File: src/rtl/ubm_pkg.sv
// Package: constants and types for the serial port baud and mode 0/1 logic
package ubm_pkg;
  localparam int unsigned CLK_MHZ        = 250;
  localparam int unsigned M0_DIV         = 12;
  // Mode 2 sixteenth-of-bit divides: a bit lasts 64 clocks, or 32 when doubled
  localparam logic [6:0]  M2_DIV_SLOW    = 7'h03;
  localparam logic [6:0]  M2_DIV_FAST    = 7'h01;
  localparam logic [3:0]  OVS_LAST       = 4'hf;
  localparam logic [3:0]  VOTE_A         = 4'h7;
  localparam logic [3:0]  VOTE_B         = 4'h8;
  localparam logic [3:0]  VOTE_C         = 4'h9;
  localparam logic [8:0]  RX1_INIT       = 9'h1ff;
  localparam logic [7:0]  RX0_INIT       = 8'hfe;
  localparam logic [3:0]  M1_TX_SHIFTS   = 4'ha;
  localparam logic [1:0]  MODE_SHIFT     = 2'h0;
  localparam logic [1:0]  MODE_ASYNC8    = 2'h1;
  localparam logic [1:0]  MODE_FIXED9    = 2'h2;
  localparam logic [1:0]  MODE_VAR9      = 2'h3;

  typedef struct packed {
    logic       mode_select_hi;
    logic       mode_select_lo;
    logic       selective_rx_gate;
    logic       rx_allow;
    logic       baud_doubler;
    logic       rx_clock_select;
    logic       tx_clock_select;
  } ubm_ctrl_t;

  typedef enum logic [1:0] {
    UBM_TX_IDLE  = 2'b00,
    UBM_TX_WAIT  = 2'b01,
    UBM_TX_START = 2'b11,
    UBM_TX_DATA  = 2'b10
  } ubm_tx_st_t;

  typedef enum logic [1:0] {
    UBM_RX_HUNT  = 2'b00,
    UBM_RX_ARM   = 2'b01,
    UBM_RX_BITS  = 2'b11,
    UBM_RX_DONE  = 2'b10
  } ubm_rx_st_t;
endpackage

File: src/rtl/ubm_uart.sv
// Serial port: baud selection for four modes, mode 0 and mode 1 sequencing
`timescale 1ns/1ps
`default_nettype none
module ubm_uart #(
  parameter int unsigned MACH_CYC = 12
) (
  input  wire logic             sys_clk_i,
  input  wire logic             rstn_i,
  input  wire ubm_pkg::ubm_ctrl_t ctrl_i,
  input  wire logic             t1_ovf_i,
  input  wire logic             t2_ovf_i,
  input  wire logic             buf_wr_i,
  input  wire logic [7:0]       buf_wdata_i,
  input  wire logic             tx_done_clr_i,
  input  wire logic             rx_done_clr_i,
  input  wire logic             rxd_pin_i,
  output logic                  rxd_pin_o,
  output logic                  rxd_pin_oe_n_o,
  output logic                  txd_pin_o,
  output logic [7:0]            line_buffer_o,
  output logic                  rx_ninth_bit_o,
  output logic                  tx_done_flag_o,
  output logic                  rx_done_flag_o,
  output logic                  tx_active_o,
  output logic                  rx_active_o
);
  // Pin synchroniser; first stage feeds only the second
  logic       rxd_s1_r;
  logic       rxd_s2_r;
  logic       rxd_prev_r;
  logic [3:0] mcyc_r;
  logic       half_r;
  logic [6:0] m2_cnt_r;
  logic [3:0] ovs_r;
  logic [3:0] tx_sub_r;
  logic [8:0] tx_sh_r;
  logic [3:0] tx_bits_r;
  logic [8:0] rx_sh_r;
  logic [3:0] rx_sub_r;
  logic [2:0] vote_r;
  logic       sclk_r;
  logic       txd_r;
  logic       rxo_r;
  logic       rxoe_n_r;
  logic [7:0] lbuf_r;
  logic       rb8_r;
  logic       tdf_r;
  logic       rdf_r;
  ubm_pkg::ubm_tx_st_t tx_st_r;
  ubm_pkg::ubm_rx_st_t rx_st_r;

  wire [1:0] mode    = {ctrl_i.mode_select_hi, ctrl_i.mode_select_lo};
  wire       is_m0   = (mode == ubm_pkg::MODE_SHIFT);
  wire       is_m1   = (mode == ubm_pkg::MODE_ASYNC8);
  wire       mcyc_end = (mcyc_r == 4'(MACH_CYC - 1));
  // Mode 0 shift clock: one machine cycle per bit, low in first half
  wire       sclk_fall = mcyc_end;
  wire       sclk_rise = (mcyc_r == 4'(MACH_CYC / 2 - 1));
  // Timer 1 when both selects are 0, otherwise timer 2 feeds the rate
  wire       use_t2   = ctrl_i.tx_clock_select | ctrl_i.rx_clock_select;
  wire       ovf      = use_t2 ? t2_ovf_i : t1_ovf_i;
  wire       var_tick = ctrl_i.baud_doubler ? ovf : (ovf & half_r);
  wire       m2_tick  = (m2_cnt_r == (ctrl_i.baud_doubler ? ubm_pkg::M2_DIV_FAST
                                                          : ubm_pkg::M2_DIV_SLOW));
  // Sixteenth-of-bit tick for the asynchronous modes
  wire       ovs_tick = mode[1] & ~mode[0] ? m2_tick : var_tick;
  wire       tx_roll  = ovs_tick && (tx_sub_r == ubm_pkg::OVS_LAST);
  wire       fall     = rxd_prev_r & ~rxd_s2_r;
  wire       vote     = (vote_r[0] & vote_r[1]) | (vote_r[0] & vote_r[2])
                        | (vote_r[1] & vote_r[2]);
  wire       rx_bit_end = ovs_tick && (rx_sub_r == ubm_pkg::OVS_LAST);
  wire       rx_ok    = ~rdf_r & (~ctrl_i.selective_rx_gate | vote);
  // Mode 0 receive arms at a machine-cycle end once the flag is clear
  wire       m0_rx_go = is_m0 && ctrl_i.rx_allow && !rdf_r && mcyc_end
                        && (rx_st_r == ubm_pkg::UBM_RX_HUNT);
  // Shift clock falls only while a mode 0 transfer is armed or running;
  // the first fall coincides with the start, so no bit moves unclocked
  wire       m0_clk_go = is_m0 && sclk_fall
                         && ((tx_st_r == ubm_pkg::UBM_TX_WAIT)
                             || (tx_st_r == ubm_pkg::UBM_TX_DATA)
                             || (rx_st_r == ubm_pkg::UBM_RX_ARM) || m0_rx_go);
  // Receive registers fill from the right, so the first bit ends on the left;
  // reverse on load to hand the byte over least significant bit first
  wire [7:0] m0_fill  = {rx_sh_r[6:0], rxd_s2_r};
  logic [7:0] m0_rev;
  logic [7:0] m1_rev;
  for (genvar gi = 0; gi < 8; gi++)
  begin : g_rev
    assign m0_rev[gi] = m0_fill[7 - gi];
    assign m1_rev[gi] = rx_sh_r[7 - gi];
  end

  always_ff @(posedge sys_clk_i)
  begin
    if (!rstn_i)
    begin
      rxd_s1_r   <= 1'b1;
      rxd_s2_r   <= 1'b1;
      rxd_prev_r <= 1'b1;
      mcyc_r     <= 4'h0;
      half_r     <= 1'b0;
      m2_cnt_r   <= 7'h00;
      tx_sub_r   <= 4'h0;
    end
    else
    begin
      rxd_s1_r   <= rxd_pin_i;
      rxd_s2_r   <= rxd_s1_r;
      rxd_prev_r <= rxd_s2_r;
      mcyc_r     <= mcyc_end ? 4'h0 : mcyc_r + 4'h1;
      if (ovf)
        half_r   <= ~half_r;
      m2_cnt_r   <= m2_tick ? 7'h00 : m2_cnt_r + 7'h01;
      if (ovs_tick)
        tx_sub_r <= tx_sub_r + 4'h1;
    end
  end

  // Transmit sequencer, both modes
  always_ff @(posedge sys_clk_i)
  begin
    if (!rstn_i)
    begin
      tx_st_r   <= ubm_pkg::UBM_TX_IDLE;
      tx_sh_r   <= 9'h000;
      tx_bits_r <= 4'h0;
      txd_r     <= 1'b1;
      sclk_r    <= 1'b1;
      tdf_r     <= 1'b0;
    end
    else
    begin
      // Set wins over a software clear in the same cycle
      if (tx_done_clr_i)
        tdf_r <= 1'b0;
      // Clock rests high between transfers; a partner may key on its edges
      if (m0_clk_go)
        sclk_r <= 1'b0;
      else if (sclk_rise)
        sclk_r <= 1'b1;
      case (tx_st_r)
        ubm_pkg::UBM_TX_IDLE:
        begin
          if (buf_wr_i)
          begin
            tx_sh_r <= {1'b1, buf_wdata_i};
            tx_st_r <= ubm_pkg::UBM_TX_WAIT;
          end
        end
        ubm_pkg::UBM_TX_WAIT:
        begin
          if (is_m0 && mcyc_end)
          begin
            tx_st_r <= ubm_pkg::UBM_TX_DATA;
          end
          else if (!is_m0 && tx_roll)
          begin
            txd_r     <= 1'b0;
            tx_bits_r <= 4'h1;
            tx_st_r   <= ubm_pkg::UBM_TX_START;
          end
        end
        ubm_pkg::UBM_TX_START:
        begin
          if (tx_roll)
          begin
            txd_r     <= tx_sh_r[0];
            tx_bits_r <= tx_bits_r + 4'h1;
            tx_st_r   <= ubm_pkg::UBM_TX_DATA;
          end
        end
        ubm_pkg::UBM_TX_DATA:
        begin
          if (is_m0)
          begin
            // Shift on the rising clock, after the partner took the bit low
            if (sclk_rise)
            begin
              tx_sh_r <= {1'b0, tx_sh_r[8:1]};
              if (tx_sh_r[8:1] == 8'h01)
              begin
                tdf_r   <= 1'b1;
                tx_st_r <= ubm_pkg::UBM_TX_IDLE;
              end
            end
          end
          else if (tx_roll)
          begin
            tx_sh_r   <= {1'b1, tx_sh_r[8:1]};
            txd_r     <= tx_sh_r[1];
            tx_bits_r <= tx_bits_r + 4'h1;
            // Marker next to MSB: stop bit out, done at tenth rollover
            // Counter holds rollovers already seen, so this is the tenth
            if ((tx_bits_r + 4'h1) == ubm_pkg::M1_TX_SHIFTS)
            begin
              txd_r   <= 1'b1;
              tdf_r   <= 1'b1;
              tx_st_r <= ubm_pkg::UBM_TX_IDLE;
            end
          end
        end
        default:
          tx_st_r <= ubm_pkg::UBM_TX_IDLE;
      endcase
    end
  end

  // Receive sequencer, both modes
  always_ff @(posedge sys_clk_i)
  begin
    if (!rstn_i)
    begin
      rx_st_r  <= ubm_pkg::UBM_RX_HUNT;
      rx_sh_r  <= 9'h000;
      rx_sub_r <= 4'h0;
      vote_r   <= 3'h0;
      lbuf_r   <= 8'h00;
      rb8_r    <= 1'b0;
      rdf_r    <= 1'b0;
    end
    else
    begin
      if (rx_done_clr_i)
        rdf_r <= 1'b0;
      case (rx_st_r)
        ubm_pkg::UBM_RX_HUNT:
        begin
          if (is_m0 && ctrl_i.rx_allow && !rdf_r && mcyc_end)
          begin
            rx_sh_r <= {1'b1, ubm_pkg::RX0_INIT};
            rx_st_r <= ubm_pkg::UBM_RX_ARM;
          end
          else if (!is_m0 && ctrl_i.rx_allow && fall)
          begin
            rx_sub_r <= 4'h0;
            rx_sh_r  <= ubm_pkg::RX1_INIT;
            rx_st_r  <= ubm_pkg::UBM_RX_BITS;
          end
        end
        ubm_pkg::UBM_RX_ARM:
        begin
          // Shift clock enabled; sample on rising edge of the shift clock
          if (sclk_rise)
          begin
            rx_sh_r <= {rx_sh_r[7:0], rxd_s2_r};
            if (!rx_sh_r[7])
            begin
              lbuf_r  <= m0_rev;
              rdf_r   <= 1'b1;
              rx_st_r <= ubm_pkg::UBM_RX_HUNT;
            end
          end
        end
        ubm_pkg::UBM_RX_BITS:
        begin
          if (ovs_tick)
          begin
            rx_sub_r <= rx_sub_r + 4'h1;
            if (rx_sub_r == ubm_pkg::VOTE_A || rx_sub_r == ubm_pkg::VOTE_B
                || rx_sub_r == ubm_pkg::VOTE_C)
              vote_r <= {vote_r[1:0], rxd_s2_r};
          end
          if (rx_bit_end)
          begin
            rx_sh_r <= {rx_sh_r[7:0], vote};
            if (rx_sh_r == ubm_pkg::RX1_INIT && vote)
              rx_st_r <= ubm_pkg::UBM_RX_HUNT;
            else if (!rx_sh_r[8])
            begin
              // Final shift: vote is the stop bit
              if (rx_ok)
              begin
                lbuf_r <= m1_rev;
                rb8_r  <= vote;
                rdf_r  <= 1'b1;
              end
              rx_st_r <= ubm_pkg::UBM_RX_DONE;
            end
          end
        end
        ubm_pkg::UBM_RX_DONE:
          rx_st_r <= ubm_pkg::UBM_RX_HUNT;
        default:
          rx_st_r <= ubm_pkg::UBM_RX_HUNT;
      endcase
    end
  end

  // Pin outputs: mode 0 uses the input-line pin as data out while sending
  wire m0_tx = is_m0 && (tx_st_r == ubm_pkg::UBM_TX_DATA);
  wire m0_rx = is_m0 && (rx_st_r == ubm_pkg::UBM_RX_ARM);
  // Enable the data pin with the first clock fall, not a cycle after it
  wire m0_tx_go = is_m0 && mcyc_end && (tx_st_r == ubm_pkg::UBM_TX_WAIT);
  always_ff @(posedge sys_clk_i)
  begin
    if (!rstn_i)
    begin
      rxo_r    <= 1'b1;
      rxoe_n_r <= 1'b1;
    end
    else
    begin
      rxo_r    <= tx_sh_r[0];
      rxoe_n_r <= ~(m0_tx | m0_tx_go);
    end
  end

  assign rxd_pin_o      = rxo_r;
  assign rxd_pin_oe_n_o = rxoe_n_r;
  assign txd_pin_o      = (m0_tx | m0_rx) ? sclk_r : (is_m0 ? 1'b1 : txd_r);
  assign line_buffer_o  = lbuf_r;
  assign rx_ninth_bit_o = rb8_r;
  assign tx_done_flag_o = tdf_r;
  assign rx_done_flag_o = rdf_r;
  assign tx_active_o    = (tx_st_r == ubm_pkg::UBM_TX_DATA) | (tx_st_r == ubm_pkg::UBM_TX_START);
  assign rx_active_o    = (rx_st_r == ubm_pkg::UBM_RX_ARM) | (rx_st_r == ubm_pkg::UBM_RX_BITS);
  wire unused_ok = is_m1 | (mode == ubm_pkg::MODE_VAR9);
endmodule
`default_nettype wire

File: config.mk
export PLATFORM = sky130hd
export DESIGN_NAME = ubm_uart
export DESIGN_NICKNAME = d
export VERILOG_FILES = /design/src/rtl/ubm_pkg.sv /design/src/rtl/ubm_uart.sv
export SDC_FILE = /design/constraint.sdc
export NUM_CORES = 1
export LEC_CHECK = 0
export BUFFER_PORTS_ARGS = -buffer_cell sky130_fd_sc_hd__buf_2
export CORE_ASPECT_RATIO = 0.8
export CORE_MARGIN = 10
export CORE_UTILIZATION = 45
export DETAILED_ROUTE_END_ITERATION = 8
export PLACE_DENSITY = 0.72
export SETUP_SLACK_MARGIN = 0.1
export SLEW_MARGIN = 5
export SYNTH_ARGS = -nofsm -noshare
export SYNTH_HDL_FRONTEND = slang
export SYNTH_SLANG_ARGS = --single-unit
File: constraint.sdc
create_clock -name sys_clk_i -period 2.75 [get_ports sys_clk_i]
set_input_delay 0.4125 -clock sys_clk_i [delete_from_list [all_inputs] [get_ports sys_clk_i]]
set_output_delay 0.4125 -clock sys_clk_i [all_outputs]
set_load 0.005 [all_outputs]
# Word-level counts from Yosys, hierarchy flattened

Cells that the tools add are included.

Register bits after elaboration: 67
Latch bits: 0
RAM bits: 0
ROM bits: 0
Output and inout bits: 16
Memories kept: 0

Add/sub/neg operators: 5
Multipliers: 0
Divide/modulo/power cells: 0
Order comparisons: 0
Equal/unequal tests: 39
Shifts and indexed selects: 0
Multiplexer cells: 74
Bitwise operators: 24
Reduce and logical (&&, ||, !) cells: 43

Operators with widths:

| operator                                                              | count |
|---|---|
| 9-bit two-way mux                                                     | 8 |
| 8-bit two-way mux                                                     | 6 |
| 2-bit two-way mux                                                     | 17 |
| 4-bit two-way mux                                                     | 7 |
| 2-bit inequality test, second input constant                          | 14 |
| 1-bit two-way mux                                                     | 27 |
| 9-bit case mux with 3 select lines                                    | 1 |
| 4-bit equality test, second input constant                            | 6 |
| 3-bit inequality test, second input constant                          | 6 |
| 9-bit case mux with 2 select lines                                    | 1 |
| 4-bit by 1-bit adder with 4-bit output, second input constant         | 4 |
| 2-bit case mux with 4 select lines                                    | 2 |
| 8-bit case mux with 2 select lines                                    | 1 |
| 4-bit AND reduction                                                   | 4 |
| 1-bit logical AND                                                     | 15 |
| 7-bit AND reduction                                                   | 2 |
| 4-bit case mux with 3 select lines                                    | 1 |
| 5-bit AND reduction                                                   | 2 |
| 9-bit equality test, second input constant                            | 1 |
| 1-bit inverter                                                        | 9 |
| 2-bit equality test, second input constant                            | 4 |
| 4-bit by 3-bit equality test with 1-bit output, second input constant | 2 |
| 8-bit by 1-bit equality test with 1-bit output, second input constant | 1 |
| 1-bit OR                                                              | 8 |
| other kinds (17)                                                      | 36 |

# Longest topological paths before layout

Depth after elaboration: 10
Depth in mapped cells: 9
Depth with buffers taken out: 8

# Worst setup path after synthesis

Ideal clock, no wire load.

Kind: reg2out
Start point: register tx_st_r[0]
End point: output txd_pin_o
Data arrival time: 1.533 ns
Slack: 0.804 ns
Stages on the path, launching flop included: 8
Buffers on the path: 2
Cell sequence: dfxtp_1 inv_1 ha_1 clkbuf_1 clkbuf_1 nor2_1 o21ai_0 nand2_1

Cells in the longest elaborated chain, start to end: 4

Ends and longest elaborated chain:

| element                  | line            | text |
|---|---|---|
| start: declaration       | ubm_uart.sv:49  | `ubm_pkg::ubm_tx_st_t tx_st_r;` |
| start signal: assignment | ubm_uart.sv:124 | `tx_st_r <= ubm_pkg::UBM_TX_IDLE;` |
| start signal: assignment | ubm_uart.sv:147 | `tx_st_r <= ubm_pkg::UBM_TX_WAIT;` |
| start signal: assignment | ubm_uart.sv:154 | `tx_st_r <= ubm_pkg::UBM_TX_DATA;` |
| 2-bit equality test      | ubm_uart.sv:290 | `wire m0_tx = is_m0 && (tx_st_r == ubm_pkg::UBM_TX_DATA);` |
| 1-bit logical AND        | ubm_uart.sv:290 |  |
| 1-bit OR                 | ubm_uart.sv:310 | `assign txd_pin_o = (m0_tx \| m0_rx) ? sclk_r : (is_m0 ? 1'b1 : txd_r);` |
| 1-bit two-way mux        | ubm_uart.sv:310 |  |
| end: declaration         | ubm_uart.sv:19  | `output logic txd_pin_o,` |

Every way passes these cells.

# Worst setup path in the final report

Start point: register tx_st_r[0]
End point: register tx_sh_r[6]

Cells in the longest elaborated chain, start to end: 3
Elaborated cells between the ends (all ways): 8

Ends and longest elaborated chain:

| element                                                              | line            | text |
|---|---|---|
| 2-bit equality test / 2-bit zero test (equally long branches)        | ubm_uart.sv:141 | `case (tx_st_r)` |
| 3-bit inequality test (no source line), or another cell as far along | -               |  |
| 4-bit AND reduction (no source line)                                 | -               |  |
| end signal: assignment                                               | ubm_uart.sv:146 | `tx_sh_r <= {1'b1, buf_wdata_i};` |
| end signal: assignment                                               | ubm_uart.sv:179 | `tx_sh_r <= {1'b0, tx_sh_r[8:1]};` |
| end signal: assignment                                               | ubm_uart.sv:189 | `tx_sh_r <= {1'b1, tx_sh_r[8:1]};` |
| end: declaration                                                     | ubm_uart.sv:36  | `logic [8:0] tx_sh_r;` |

Several ways; a longest one is shown, not always the timed one.
A chain may end at the register's enable or synchronous reset.

==> impl_results.rst <==
.. list-table::
   :header-rows: 1

   * - Metric
     - Value
   * - Total power density per cell area
     - 746 mW/mm^2
   * - Worst endpoint data arrival time
     - 2.67 ns
   * - Hold Crit Class
     - input pin to flop
   * - Routed wire length
     - 7580 um
   * - Critical path origin
     - tx_st_r[0]
   * - DRC viols
     - 0
   * - Mean cell area of the mapped netlist
     - 8.49 um^2
   * - Slew at the pin closest to its max-slew limit
     - 0.767 ns
   * - Root Driver
     - clkbuf_8
   * - Pin count of the biggest net entering global routing
     - 41
   * - Top cells by area, synth
     - dfxtp_1 (40%), nor2_1 (6.2%), mux2i_1 (5.0%)
   * - Diodes inserted
     - 0
   * - Number of antenna violations at the first check in global routing
     - 0
   * - Clock transition at path regs
     - 0.07 ns
   * - Fin Clk Skew
     - a little under 0.01 ns
   * - Count of final setup violators
     - 0
   * - DP Cell Count
     - 515
   * - RSZ-0062 raised after global routing
     - false
   * - Synthesized instance count
     - 400
   * - Post-synthesis async set-or-reset flop share
     - 0%
   * - Number of global-route vias before repair
     - between 2k and 3k
   * - Top-Level Pins
     - 39
   * - Cts hold-fix bufs
     - 0
   * - DRT antenna net count
     - 0
   * - WP data required
     - 3.02 ns
   * - Gr usage total
     - 13.9%
   * - Worst-case reg-to-reg path depth
     - 7
   * - Violation count after the first detailed-routing iteration
     - 134
   * - Count of unique library cells instantiated by Yosys
     - 58
   * - Num CTS Buffers
     - 9
   * - Reg-to-Reg End
     - tx_sh_r[6]
   * - Max rail drop VDD
     - about 0.00027 V
   * - Sum of negative setup slack
     - 0 ns
   * - Shortest clock period the worst path allows after layout
     - 2.40 ns
   * - Sink count of the clock tree
     - 67
   * - Overall die area
     - 0.0114 mm^2
   * - Starting density of the core
     - 46.1%
   * - Slew Limit Headroom
     - 48.9%
   * - Final weighted congestion in routability-driven placement
     - 0.859
   * - Post-synth EDFFs
     - 0
   * - CTS tree
     - yes
   * - Fraction of post-synthesis cell area in the top cell type by area
     - 39.5%
   * - Critical Path Source Type
     - flop
   * - Most frequently used flop master after synthesis
     - dfxtp_1
   * - Site Rows
     - 28
   * - DP Wirelength
     - roughly 5500 um
   * - Status
     - finished, final reports clean
   * - Critical R2R Launch
     - tx_st_r[0]
   * - Final hold vios
     - 0
   * - Placeable core region
     - ~0.0074 mm^2
   * - Cell taking the most area after synthesis
     - dfxtp_1
   * - Global route total overflow
     - 0
   * - Reg2reg setup slack
     - ~0.35 ns
   * - MaxCap Viol Count
     - 0
   * - Deepest level of the CTS H-tree
     - 3
   * - Post-route fraction of the period consumed by the critical path
     - 87.2%
   * - Vertical die dimension
     - between 90 and 100 um
   * - Post-route total power
     - 2.89 mW
   * - Type of the setup path with the least slack
     - flop to flop
   * - Wire length of the first global-routing pass
     - 12900 um
   * - Crit end category
     - flop
   * - Critical path peak fanout
     - 17
   * - Syn-to-layout area delta
     - 14.4%
   * - Filler Cell Count
     - 687
   * - Synthesized netlist net count
     - 436
   * - Number of warnings printed during yosys synthesis
     - 0
   * - Wire per inst
     - 14.3 um
   * - Post-CTS resize count
     - 0
   * - Proportion of layout cells with a drive suffix above 1
     - 17.5%
   * - Vias
     - between 2k and 3k
   * - Hold Worst Slack
     - about 0.24 ns
   * - Clock Latency Late Sink
     - 0.35 ns
   * - Number of vias per cell
     - 5.51
   * - Slew Limit Fails
     - 0
   * - Port Buffer Count
     - 38
   * - Register bit total from synthesis
     - 67
   * - Maximum operating frequency
     - between 400 and 500 MHz
   * - Clk buf depth
     - 2
   * - Post-route insts no fill
     - 531
   * - Die X
     - 117 um
   * - TritonRoute pass-1 iters
     - 4
   * - Postcts setup bufs
     - 0
   * - Leakage power
     - approximately 1.6 nW
   * - Sequential element share of the synthesized area
     - 39.5%
   * - Worst setup endpoint
     - tx_sh_r[6]
   * - Area of the mapped netlist
     - 0.00339 mm^2
   * - Number of nets in the final layout
     - about 470
-- report_power, final --
group	internal, mW	switching (mW)	leakage [nW]	total [mW]
Clock	0.559	0.381	0.113	0.940
Combinational	0.278	0.394	0.894	0.671
Sequential	1.12	0.159	0.547	1.28
-- cells in the mapped netlist, types with 2 or more instances --
master,instances
a211oi_2,2
inv_1,15
nand3b_1,4
a211o_1,2
clkbuf_1,15
o221a_2,2
nor2b_1,2
a311oi_1,9
and3_1,5
dfxtp_1,67
o21ai_0,26
xnor2_1,5
nor4_1,2
and2_1,3
mux2i_1,17
a211oi_1,9
o311a_1,2
nand2_1,44
nand2b_1,8
o221ai_1,2
ha_1,13
xor2_1,6
o211ai_1,5
a21oi_1,14
nand3_1,20
nand4_1,3
or3_1,2
o21ai_2,2
nor2_1,56
buf_6,2
o21a_1,4
nor3_1,4
nor3b_1,3
-- routing by layer --
layer  up-vias  part of all wire [%]  global-route usage [%]
li1       1495                     -                       -
met2        54                    47                    22.4
met4         0                   2.0                    5.98
met3        14                   5.7                    4.69
met5         -                     0                       0
met1      1363                    45                    16.3
-- stage by stage --
step / utilization (%) / setup slack, ns / area (um^2)
finish: 52.8 / 0.352 / 3880
global route: 52.8 / 0.210 / 3880
detailed placement: 49.7 / 0.426 / 3650
CTS: 52.8 / 0.390 / 3880
floorplan: - / 0.804 / 3390
global placement: 49.7 / 0.533 / 3650
-- critical path, cell delays in order, from the launching register on --
cell and delay (ns):
dfxtp_1 0.35, inv_1 0.09, ha_1 0.41, buf_4 0.29
nor2_1 0.10, a311oi_4 0.70, nor2_1 0.15, a211oi_2 0.22
-- area by class of cell --
cell class                      count  area [um^2]  area share [%]
Tap cell                           90          113            2.90
Timing Repair Buffer               44          235            6.06
Multi-Input combinational cell    298         1910            49.1
Clock buffer                       12          155            4.00
Inverter                           16         60.1            1.55
Clock inverter                      4         72.6            1.87
Sequential cell                    67         1340            34.5
-- cell families (layout without fill, tap and decap cells) --
family	count (synthesis)	after routing	share of synthesized area [%]
XOR/XNOR	11	11	2.84
multiplexers	18	18	5.34
AND/OR/NAND/NOR	168	168	24.4
adder cells (fa/ha/maj)	14	14	5.09
AO/OA/AOI/OAI	87	87	18.5
buffers and inverters	35	76	4.35
flip-flops	67	67	39.5
-- layout by cell type (no fill, tap or decap), types with 2 or more instances in the layout --
cell type  count
a311oi_1       9
nor2b_1        2
o21ai_0       26
o21ai_2        2
buf_4          6
o221ai_1       2
xnor2_1        5
nand3_1       20
o221a_2        2
clkbuf_8      11
and3_1         5
nor4_1         2
and2_1         3
xor2_1         6
nor3_1         4
nor3b_1        3
nand3b_1       4
mux2i_1       17
nand2_1       44
or3_1          2
nor2_1        56
bufinv_16      2
a211o_1        2
buf_2         38
nand4_1        3
a211oi_2       2
dfxtp_1       67
o211ai_1       5
a21oi_1       14
ha_1          13
o21a_1         4
a211oi_1       9
nand2b_1       8
o311a_1        2
inv_1         15
-- worst min-delay path by stage --
stage                     slack (ns)  startpoint       end  cells after the start
after floorplan                 0.39    rxd_s1_r  rxd_s2_r                      1
after global placement          0.39    rxd_s1_r  rxd_s2_r                      1
after detailed placement        0.40    rxd_s1_r  rxd_s2_r                      1
after CTS                       0.24   rxd_pin_i  rxd_s1_r                      2
after global routing            0.24   rxd_pin_i  rxd_s1_r                      2
final                           0.24   rxd_pin_i  rxd_s1_r                      2
-- state kept, by name, summed over array words and instances, names as in the netlist, 2 cells and up --
name / cells
line_buffer_o: 8
m2_cnt_r: 7
mcyc_r: 4
rx_sh_r: 9
rx_st_r: 2
rx_sub_r: 4
tx_bits_r: 4
tx_sh_r: 9
tx_st_r: 2
tx_sub_r: 4
vote_r: 3
Note: power is estimated with default switching activity, not from simulation.
